--- src/inc/frac_pll_map.vh ---
// Constants for the fractional synthesizer configuration and lock detector.
// Assumes a 250 MHz core clock; times are in picoseconds.
`ifndef FRAC_PLL_MAP_VH
`define FRAC_PLL_MAP_VH

// Modulator order codes
`define ORDER_INTEGER      3'h0
`define ORDER_FIRST        3'h1
`define ORDER_FOURTH       3'h4
// Dither codes
`define DITHER_STRENGTH_WEAK          2'h0
`define DITHER_STRENGTH_MEDIUM        2'h1
`define DITHER_STRENGTH_STRONG        2'h2
`define DITHER_STRENGTH_OFF           2'h3
// Feedback counter widths per mode
`define FB_BITS_INTEGER    5'h10
`define FB_BITS_FRAC       5'h0C
// Lock window field
`define WIN_DEFAULT        3'h0
`define WIN_LAST_LEGAL     3'h5
`define WIN_BASE_PS        3500
`define WIN_STEP_PS        2000
`define CLK_PERIOD_PS      4000
// Consecutive good cycles before lock
`define LOCK_CYCLES        3'h5
// Indicator mux code for push-pull digital lock
`define MUX_PP_LOCK        4'h3
// Reference loss timeout in core cycles
`define REF_LOSS_CYCLES    16'h0400

`endif
--- src/hw/edge_window_meas.v ---
// Measures the time between a reference edge and a feedback edge in core cycles.
// Assumes both edge strobes are one-cycle pulses already in the clk_i domain.
`timescale 1ns/1ps
`default_nettype none

module edge_window_meas #(
    parameter W = 8
) (
    input  wire         clk_i,
    input  wire         rst_n_i,
    input  wire         en_i,
    input  wire         ref_edge_i,
    input  wire         fb_edge_i,
    output reg  [W-1:0] offset_o,
    output reg          done_o
);

    reg         open_q;
    reg [W-1:0] cnt_q;

    ////////////////////////////////////////////////////////////////////////////
    // First edge opens the gap, the next edge of either kind closes it; both at once means zero
    always @(posedge clk_i or negedge rst_n_i) begin
        if (!rst_n_i) begin
            open_q   <= 1'b0;
            cnt_q    <= {W{1'b0}};
            offset_o <= {W{1'b0}};
            done_o   <= 1'b0;
        end else if (en_i) begin
            done_o <= 1'b0;
            if (ref_edge_i && fb_edge_i) begin
                open_q   <= 1'b0;
                offset_o <= {W{1'b0}};
                done_o   <= 1'b1;
            end else if (ref_edge_i || fb_edge_i) begin
                if (open_q) begin
                    open_q   <= 1'b0;
                    offset_o <= cnt_q;
                    done_o   <= 1'b1;
                end else begin
                    open_q <= 1'b1;
                    cnt_q  <= {{(W-1){1'b0}}, 1'b1};
                end
            end else if (open_q && cnt_q != {W{1'b1}}) begin
                cnt_q <= cnt_q + {{(W-1){1'b0}}, 1'b1}; // Saturates
            end
        end
    end

endmodule

`default_nettype wire

--- src/hw/frac_pll_lock_detect_cfg.v ---
// Configuration decode and digital lock detector for a fractional-N synthesizer.
// Assumes divider outputs arrive as asynchronous levels; host drives config ports.
// Behaviour
// Order code 0 is integer, 1 to 4 select first to fourth order.
// Integer mode allows a wider feedback counter than fractional mode.
// First order has no compensation or dither; codes 5 to 7 illegal.
// Dither code 0 weak, 1 medium, 2 strong, 3 disabled.
// Host keeps dither off in integer or first order mode.
// Host should disable dither when the fractional numerator is zero.
// Charge pump high-impedance bit 1 floats pump, 0 runs normally.
// Lock after 5 consecutive cycles with offset below window.
// Declared lock drives the lock indicator high.
// Lock persists until an offset exceeds the same window.
// Loss of reference input forces unlocked report.
// Window codes 0 to 5 give 3.5 to 13.5 ns; 6,7 reserved.
// Host uses lock detect only if minimum window at most 13.5 ns.
// Host needs maximum window at least 3.5 ns.
// Host keeps detector rate under 104 MHz and oscillator over 12.
// Indicator mux code 3 gives push-pull lock, high only while locked.
// A bad cycle before lock restarts the consecutive count.
`timescale 1ns/1ps
`default_nettype none
`include "frac_pll_map.vh"

module frac_pll_lock_detect_cfg #(
    parameter MEAS_W      = 8,
    parameter LOSS_CYCLES = 16'h0400
) (
    input  wire        clk_i,
    input  wire        arst_n_i,
    input  wire        clk_en_i,
    input  wire [2:0]  modulator_order_i,
    input  wire [1:0]  dither_strength_i,
    input  wire        charge_pump_hiz_i,
    input  wire [2:0]  lock_window_select_i,
    input  wire [3:0]  ld_mux_sel_i,
    input  wire        ref_div_out_i,
    input  wire        fb_div_out_i,
    input  wire        reference_input_i,
    output reg         modulator_en_o,
    output reg  [2:0]  modulator_order_o,
    output reg         analog_comp_en_o,
    output reg         dither_en_o,
    output reg  [1:0]  dither_level_o,
    output reg  [4:0]  fb_counter_bits_o,
    output reg         order_illegal_o,
    output reg         charge_pump_out_en_o,
    output reg         charge_pump_hiz_o,
    output reg         window_reserved_o,
    output reg         locked_o,
    output reg         lock_indicator_pin_o,
    output reg         lock_indicator_pin_oe_n_o
);

    ////////////////////////////////////////////////////////////////////////////
    // Reset release synchroniser
    reg rst_meta_q;
    reg rst_n_q;
    always @(posedge clk_i or negedge arst_n_i) begin
        if (!arst_n_i) begin
            rst_meta_q <= 1'b0;
            rst_n_q    <= 1'b0;
        end else begin
            rst_meta_q <= 1'b1;
            rst_n_q    <= rst_meta_q;
        end
    end

    ////////////////////////////////////////////////////////////////////////////
    // Two-flop synchronisers then a third stage for edge detection
    reg [2:0] ref_sync_q;
    reg [2:0] fb_sync_q;
    reg [2:0] osc_sync_q;
    always @(posedge clk_i or negedge rst_n_q) begin
        if (!rst_n_q) begin
            ref_sync_q <= 3'h0;
            fb_sync_q  <= 3'h0;
            osc_sync_q <= 3'h0;
        end else if (clk_en_i) begin
            ref_sync_q <= {ref_sync_q[1:0], ref_div_out_i};
            fb_sync_q  <= {fb_sync_q[1:0], fb_div_out_i};
            osc_sync_q <= {osc_sync_q[1:0], reference_input_i};
        end
    end

    wire ref_edge = ref_sync_q[1] & ~ref_sync_q[2];
    wire fb_edge  = fb_sync_q[1] & ~fb_sync_q[2];
    wire osc_tog  = osc_sync_q[1] ^ osc_sync_q[2];

    ////////////////////////////////////////////////////////////////////////////
    // Configuration decode, registered
    always @(posedge clk_i or negedge rst_n_q) begin
        if (!rst_n_q) begin
            modulator_en_o       <= 1'b0;
            modulator_order_o    <= `ORDER_INTEGER;
            analog_comp_en_o     <= 1'b0;
            dither_en_o          <= 1'b0;
            dither_level_o       <= `DITHER_STRENGTH_WEAK;
            fb_counter_bits_o    <= `FB_BITS_INTEGER;
            order_illegal_o      <= 1'b0;
            charge_pump_out_en_o <= 1'b1;
            charge_pump_hiz_o    <= 1'b0;
            window_reserved_o    <= 1'b0;
        end else if (clk_en_i) begin
            order_illegal_o <= (modulator_order_i > `ORDER_FOURTH);
            if (modulator_order_i > `ORDER_FOURTH) begin
                modulator_en_o    <= 1'b0;
                modulator_order_o <= `ORDER_INTEGER;
            end else begin
                modulator_en_o    <= (modulator_order_i != `ORDER_INTEGER);
                modulator_order_o <= modulator_order_i;
            end
            fb_counter_bits_o <= (modulator_order_i == `ORDER_INTEGER) ?
                                 `FB_BITS_INTEGER : `FB_BITS_FRAC;
            analog_comp_en_o <= (modulator_order_i > `ORDER_FIRST) &&
                                (modulator_order_i <= `ORDER_FOURTH);
            dither_en_o      <= (dither_strength_i != `DITHER_STRENGTH_OFF) &&
                                (modulator_order_i > `ORDER_FIRST) &&
                                (modulator_order_i <= `ORDER_FOURTH);
            dither_level_o   <= dither_strength_i;
            charge_pump_hiz_o    <= charge_pump_hiz_i;
            charge_pump_out_en_o <= ~charge_pump_hiz_i;
            window_reserved_o    <= (lock_window_select_i > `WIN_LAST_LEGAL);
        end
    end

    ////////////////////////////////////////////////////////////////////////////
    // Window in core cycles: rounded down so an offset must be clearly inside, but raised to one cycle for code 0
    reg [MEAS_W-1:0] win_cycles;
    reg [31:0]       win_ps;
    reg [31:0]       win_div;
    always @* begin
        // Reserved codes fall back to the widest legal window
        win_ps = `WIN_BASE_PS + `WIN_STEP_PS * 32'h0000_0005;
        if (lock_window_select_i <= `WIN_LAST_LEGAL)
            win_ps = `WIN_BASE_PS + `WIN_STEP_PS * {29'h0000_0000, lock_window_select_i};
        win_div    = win_ps / `CLK_PERIOD_PS;
        win_cycles = win_div[MEAS_W-1:0]; // Small quotient, upper bits always zero
        if (win_cycles == {MEAS_W{1'b0}})
            win_cycles = {{(MEAS_W-1){1'b0}}, 1'b1};
    end

    ////////////////////////////////////////////////////////////////////////////
    // Edge offset measurement
    wire [MEAS_W-1:0] offset;
    wire              meas_done;
    edge_window_meas #(
        .W (MEAS_W)
    ) u_meas (
        .clk_i      (clk_i),
        .rst_n_i    (rst_n_q),
        .en_i       (clk_en_i),
        .ref_edge_i (ref_edge),
        .fb_edge_i  (fb_edge),
        .offset_o   (offset),
        .done_o     (meas_done)
    );

    ////////////////////////////////////////////////////////////////////////////
    // Reference activity watchdog
    reg [15:0] loss_cnt_q;
    reg        ref_lost_q;
    always @(posedge clk_i or negedge rst_n_q) begin
        if (!rst_n_q) begin
            loss_cnt_q <= 16'h0000;
            ref_lost_q <= 1'b1;
        end else if (clk_en_i) begin
            if (osc_tog) begin
                loss_cnt_q <= 16'h0000;
                ref_lost_q <= 1'b0;
            end else if (loss_cnt_q >= LOSS_CYCLES - 16'h0001) begin
                ref_lost_q <= 1'b1;
            end else begin
                loss_cnt_q <= loss_cnt_q + 16'h0001;
            end
        end
    end

    ////////////////////////////////////////////////////////////////////////////
    // Lock state: count good cycles, drop on an offset above the window or reference loss
    reg [2:0] good_cnt_q;
    always @(posedge clk_i or negedge rst_n_q) begin
        if (!rst_n_q) begin
            good_cnt_q <= 3'h0;
            locked_o   <= 1'b0;
        end else if (clk_en_i) begin
            if (ref_lost_q) begin
                good_cnt_q <= 3'h0;
                locked_o   <= 1'b0;
            end else if (meas_done) begin
                if (offset < win_cycles) begin
                    if (!locked_o) begin
                        if (good_cnt_q == `LOCK_CYCLES - 3'h1) begin
                            locked_o   <= 1'b1;
                            good_cnt_q <= 3'h0;
                        end else begin
                            good_cnt_q <= good_cnt_q + 3'h1;
                        end
                    end
                end else if (offset > win_cycles || !locked_o) begin
                    locked_o   <= 1'b0;
                    good_cnt_q <= 3'h0;
                end
            end
        end
    end

    ////////////////////////////////////////////////////////////////////////////
    // Indicator pin: push-pull lock at mux code 3, otherwise released
    always @(posedge clk_i or negedge rst_n_q) begin
        if (!rst_n_q) begin
            lock_indicator_pin_o      <= 1'b0;
            lock_indicator_pin_oe_n_o <= 1'b1;
        end else if (clk_en_i) begin
            lock_indicator_pin_o      <= (ld_mux_sel_i == `MUX_PP_LOCK) & locked_o;
            lock_indicator_pin_oe_n_o <= (ld_mux_sel_i != `MUX_PP_LOCK);
        end
    end

endmodule

`default_nettype wire

--- config.mk ---
export PLATFORM = sky130hd
export DESIGN_NAME = frac_pll_lock_detect_cfg
export DESIGN_NICKNAME = d
export VERILOG_FILES = /design/src/hw/edge_window_meas.v /design/src/hw/frac_pll_lock_detect_cfg.v
export VERILOG_INCLUDE_DIRS = /design/src /design/src/inc
export SDC_FILE = /design/constraint.sdc
export NUM_CORES = 1
export LEC_CHECK = 0
export BUFFER_PORTS_ARGS = -buffer_cell sky130_fd_sc_hd__buf_4
export CAP_MARGIN = 5
export CORE_ASPECT_RATIO = 0.5
export CORE_MARGIN = 2
export CORE_UTILIZATION = 55
export CTS_BUF_LIST = sky130_fd_sc_hd__clkbuf_8
export CTS_CLUSTER_DIAMETER = 120
export DETAILED_ROUTE_END_ITERATION = 10
export GPL_TIMING_DRIVEN = 1
export MAX_ROUTING_LAYER = met4
export PLACE_DENSITY_LB_ADDON = 0.3
export SKIP_CTS_REPAIR_TIMING = 1
export SYNTH_ARGS = -nofsm -noshare
export SYNTH_HDL_FRONTEND = slang
export SYNTH_SLANG_ARGS = --single-unit
--- constraint.sdc ---
create_clock -name clk_i -period 5.2 [get_ports clk_i]
set_input_delay 1.04 -clock clk_i [delete_from_list [all_inputs] [get_ports clk_i]]
set_output_delay 1.04 -clock clk_i [all_outputs]
set_load 0.1 [all_outputs]
==> out/results.tsv <==
stage	metric	value	unit
synth	compound-gate portion of the synthesized area	15.8	%
die	FP Rows	22	
synth	Cells after Synth	423	
clock_network	CTS max path bufs	2	
worst_setup_path	Req. time, crit path	5.42	ns
timing	Slew @ Worst Pin	0.990	ns
hold_path	hold_sp	rst_meta_q	
pwr	Logic pwr share	44.0	%
synth	largest family of logic cells by synthesized area	simple AND/OR/NAND/NOR gates	
die	die height	65.6	um
cells_and_area	commonest non-fill, non-tap cell in the layout	buf_4	
grt	pin count of the biggest net entering global routing	65	
synth	Post-Syn Area	4170	um2
pwr	clock share of power	23.1	%
grt	initial antenna violation count	0	
drt	via count	3312	
clock_network	total CTS buffers	9	
outcome	failing checks	negative setup slack	
worst_setup_path	CP Class	primary input to register	
timing	Final Hold Viols	0	
grt	vias in the first global route	3263	
drt	DR DRC count	0	
clock_network	CTS root buf	clkbuf_8	
die	I/O Pins	39	
die	Initial Utilization	56.8	%
synth	adder and majority gate portion of the synthesized area	9.54	%
synth	ys flop type	dfrtp_1	
worst_setup_path	FF-to-FF path depth	10	
cells_and_area	Area Overhead vs Synth	24.4	%
clock_network	CTS Sinks	66	
synth	Simple-Gate Fraction of Synth Area	18.9	%
drt	post-DR wirelength/cell	13.8	um
timing	RSZ-0062 raised after global routing	true	
worst_setup_path	Worst setup SP type	primary input	
cells_and_area	post-layout net count	553	
timing	slew margin rel.	33.8	%
clock_network	CTS clk-pin slew, worst paths	0.07	ns
timing	Max Freq	0.179	GHz
clock_network	clock latency on the worst-skew pair	0.34	ns
pwr	cell internal pwr	0.00125	W
placed_design	IO buf count	36	
synth	Synth async-reset ratio	100	%
worst_setup_path	start point of the critical path	lock_window_select_i[0]	
placed_design	Place WS	-0.853	ns
cells_and_area	total inserted antenna cells	0	
drt	DRT antenna net count	0	
die	Die ar.	8340	um2
drt	final WL	8.38	mm
worst_setup_path	CP arrival	5.82	ns
cells_and_area	final cell count without fillers	607	
placed_design	dpl hpwl	6.01	mm
clock_network	htree depth	3	
cells_and_area	most frequent cells in the layout	buf_4, dfrtp_1, nand2_1	
pwr	sequential power share	32.8	%
synth	register area share after synthesis	39.7	%
outcome	outcome	complete, but fails checks	
drt	Detailed Route Iter0 Violations	139	
timing	Setup-failing EPs final	4	
grt	total global routing overflow	0	
timing	skew final	0.00604	ns
timing	Setup WS post-layout	-0.399	ns
cells_and_area	share of cells above drive strength 1	32.7	%
worst_setup_path	CP Capture Type	register	
hold_path	worst min-delay path class	register to register	
timing	fin crit share	108	%
pwr	P per Cell Area	389	nW/um2
drt	drt pass-1 iters	4	
worst_setup_path	Critical R2R Launch	loss_cnt_q[0]	
synth	syn avg cell area	9.86	um2
clock_network	TritonCTS clock tree	yes	
grt	GR Util All Layers	22.3	%
grt	first-pass GRT wire length	14.4	mm
die	Die Span X	127	um
synth	synthesis-stage register bit count	66	
pwr	leakage power	2.44	nW
hold_path	hold depth	0	
timing	post-route minimum period	5.60	ns
worst_setup_path	CP max FO	6	
die	total core area	7350	um2
synth	multiplexer share of the synthesized area	6.69	%
synth	yosys warns	0	
pwr	sw frac	37.9	%
pwr	Net Sw Power	0.000766	W
drt	vias per cell	5.46	
pwr	VDD IR max	0.331	mV
synth	distinct cell type count after synthesis	74	
placed_design	Cells after DPL	587	
cells_and_area	FILL cells	535	
placed_design	gp weighted congestion	0.844	
synth	xor/xnor share of the synthesized area	5.01	%
timing	Slew Limit Fails	0	
synth	Post-synth EDFFs	0	
flow_run	Max-Cap Viols	0	
==> state kept, by name, summed over array words and instances (netlist names), 2 cells and up <==
signal and flops:
osc_sync_q 3, fb_counter_bits_o 2, loss_cnt_q 16, good_cnt_q 3
ref_sync_q 3, u_meas.cnt_q 8, dither_level_o 2, modulator_order_o 3
u_meas.offset_o 8, fb_sync_q 3
==> worst max-delay path: stages <==
cell and delay [ns]:
buf_8 0.10, fa_1 0.57, inv_2 0.06, fa_2 0.38
fa_2 0.59, o221a_4 0.22, o211ai_1 0.16, a2111oi_4 0.46
buf_4 0.19, o21ai_2 0.04, and4_4 0.20, a41oi_4 0.28
maj3_2 0.23, mux2i_1 0.07, o32ai_2 0.22, ha_2 0.31
nand2_2 0.06, nor2_2 0.04, a31oi_2 0.23, nand2_2 0.13
o21ai_2 0.15, o31ai_1 0.07
==> worst paths after layout <==
check / end / slack [ns]
worst max-delay path: good_cnt_q[2] / -0.40
worst min-delay path: rst_n_q / 0.35
worst max register to register: loss_cnt_q[15] / 2.42
worst min register to register: rst_n_q / 0.35
max in group asynchronous: osc_sync_q[1] / 4.27
min in group asynchronous: modulator_order_o[0] / 0.43
==> layer usage <==
layer  wire length [um]  track usage (%)  up-vias
met4                 78             6.32        0
met5                  0                -        -
li1                   -                -     1654
met2               4140             39.2       62
met1               3880             26.7     1589
met3                280             4.32        7
==> cell usage after synthesis (3+ instances only) <==
| cell type | instances | area (um2) |
|---|---|---|
| clkbuf_1 | 7 | 26.3 |
| dfstp_2 | 4 | 105 |
| nand2_1 | 46 | 173 |
| and2_1 | 4 | 25.0 |
| xnor2_1 | 7 | 61.3 |
| nor3_1 | 5 | 25.0 |
| or4_1 | 3 | 22.5 |
| a21o_1 | 3 | 22.5 |
| dfrtp_1 | 62 | 1550 |
| fa_1 | 5 | 100 |
| nor2_1 | 39 | 146 |
| a21oi_1 | 14 | 70.1 |
| a31oi_1 | 7 | 43.8 |
| o211a_1 | 3 | 30.0 |
| nand3_1 | 10 | 50.1 |
| and4_1 | 3 | 26.3 |
| nor2b_1 | 10 | 62.6 |
| ha_1 | 23 | 288 |
| o211ai_1 | 4 | 30.0 |
| mux2_2 | 19 | 214 |
| nand4_1 | 8 | 50.1 |
| xor2_1 | 15 | 131 |
| inv_1 | 24 | 90.1 |
| and3_1 | 7 | 43.8 |
| o21ai_0 | 25 | 125 |
| or3_1 | 3 | 18.8 |
| nand2b_1 | 3 | 18.8 |
| buf_4 | 3 | 22.5 |
| mux2i_1 | 4 | 40.0 |
==> kinds of logic after synthesis <==
group           after synthesis
mux                          25
simple gates                155
buf+inv                      39
fa+ha+maj                    29
compound gates               84
other cells                   2
flops                        66
xor+xnor                     23
==> power by group through the flow <==
stage          combinational (W)  sequential [W]  clock (W)
2_1_floorplan           0.000496        0.000762          0
3_3_place_gp            0.000826        0.000665          0
3_5_place_dp            0.000841        0.000670          0
4_1_cts                 0.000846        0.000661   0.000478
5_1_grt                 0.000981        0.000675   0.000500
6_report                0.000890        0.000664   0.000467
==> area by class of cell <==
cell class / count / area, um2 / share of cell area [%]
repair buffers: 84 / 651 / 12.5
clock buffers: 9 / 124 / 2.39
inverters: 25 / 93.8 / 1.81
clock inverters: 7 / 95.1 / 1.83
multi-input cells: 320 / 2450 / 47.2
flip-flops and latches: 66 / 1660 / 31.9
well taps: 96 / 120 / 2.31
==> metrics by stage <==
stage	total power [W]	area, um2	hold WS, ns	TNS [ns]	util, %
CTS	0.00199	5090	0.358	-1.71	69.3
finish	0.00202	5190	0.353	-1.33	70.6
global route	0.00216	5190	0.359	-2.24	70.6
global placement	0.00149	4870	0.336	-2.53	66.3
detailed placement	0.00151	4870	0.341	-3.11	66.3
floorplan	0.00126	4220	0.331	-1.70	-
(Power assumes the default switching activity.)
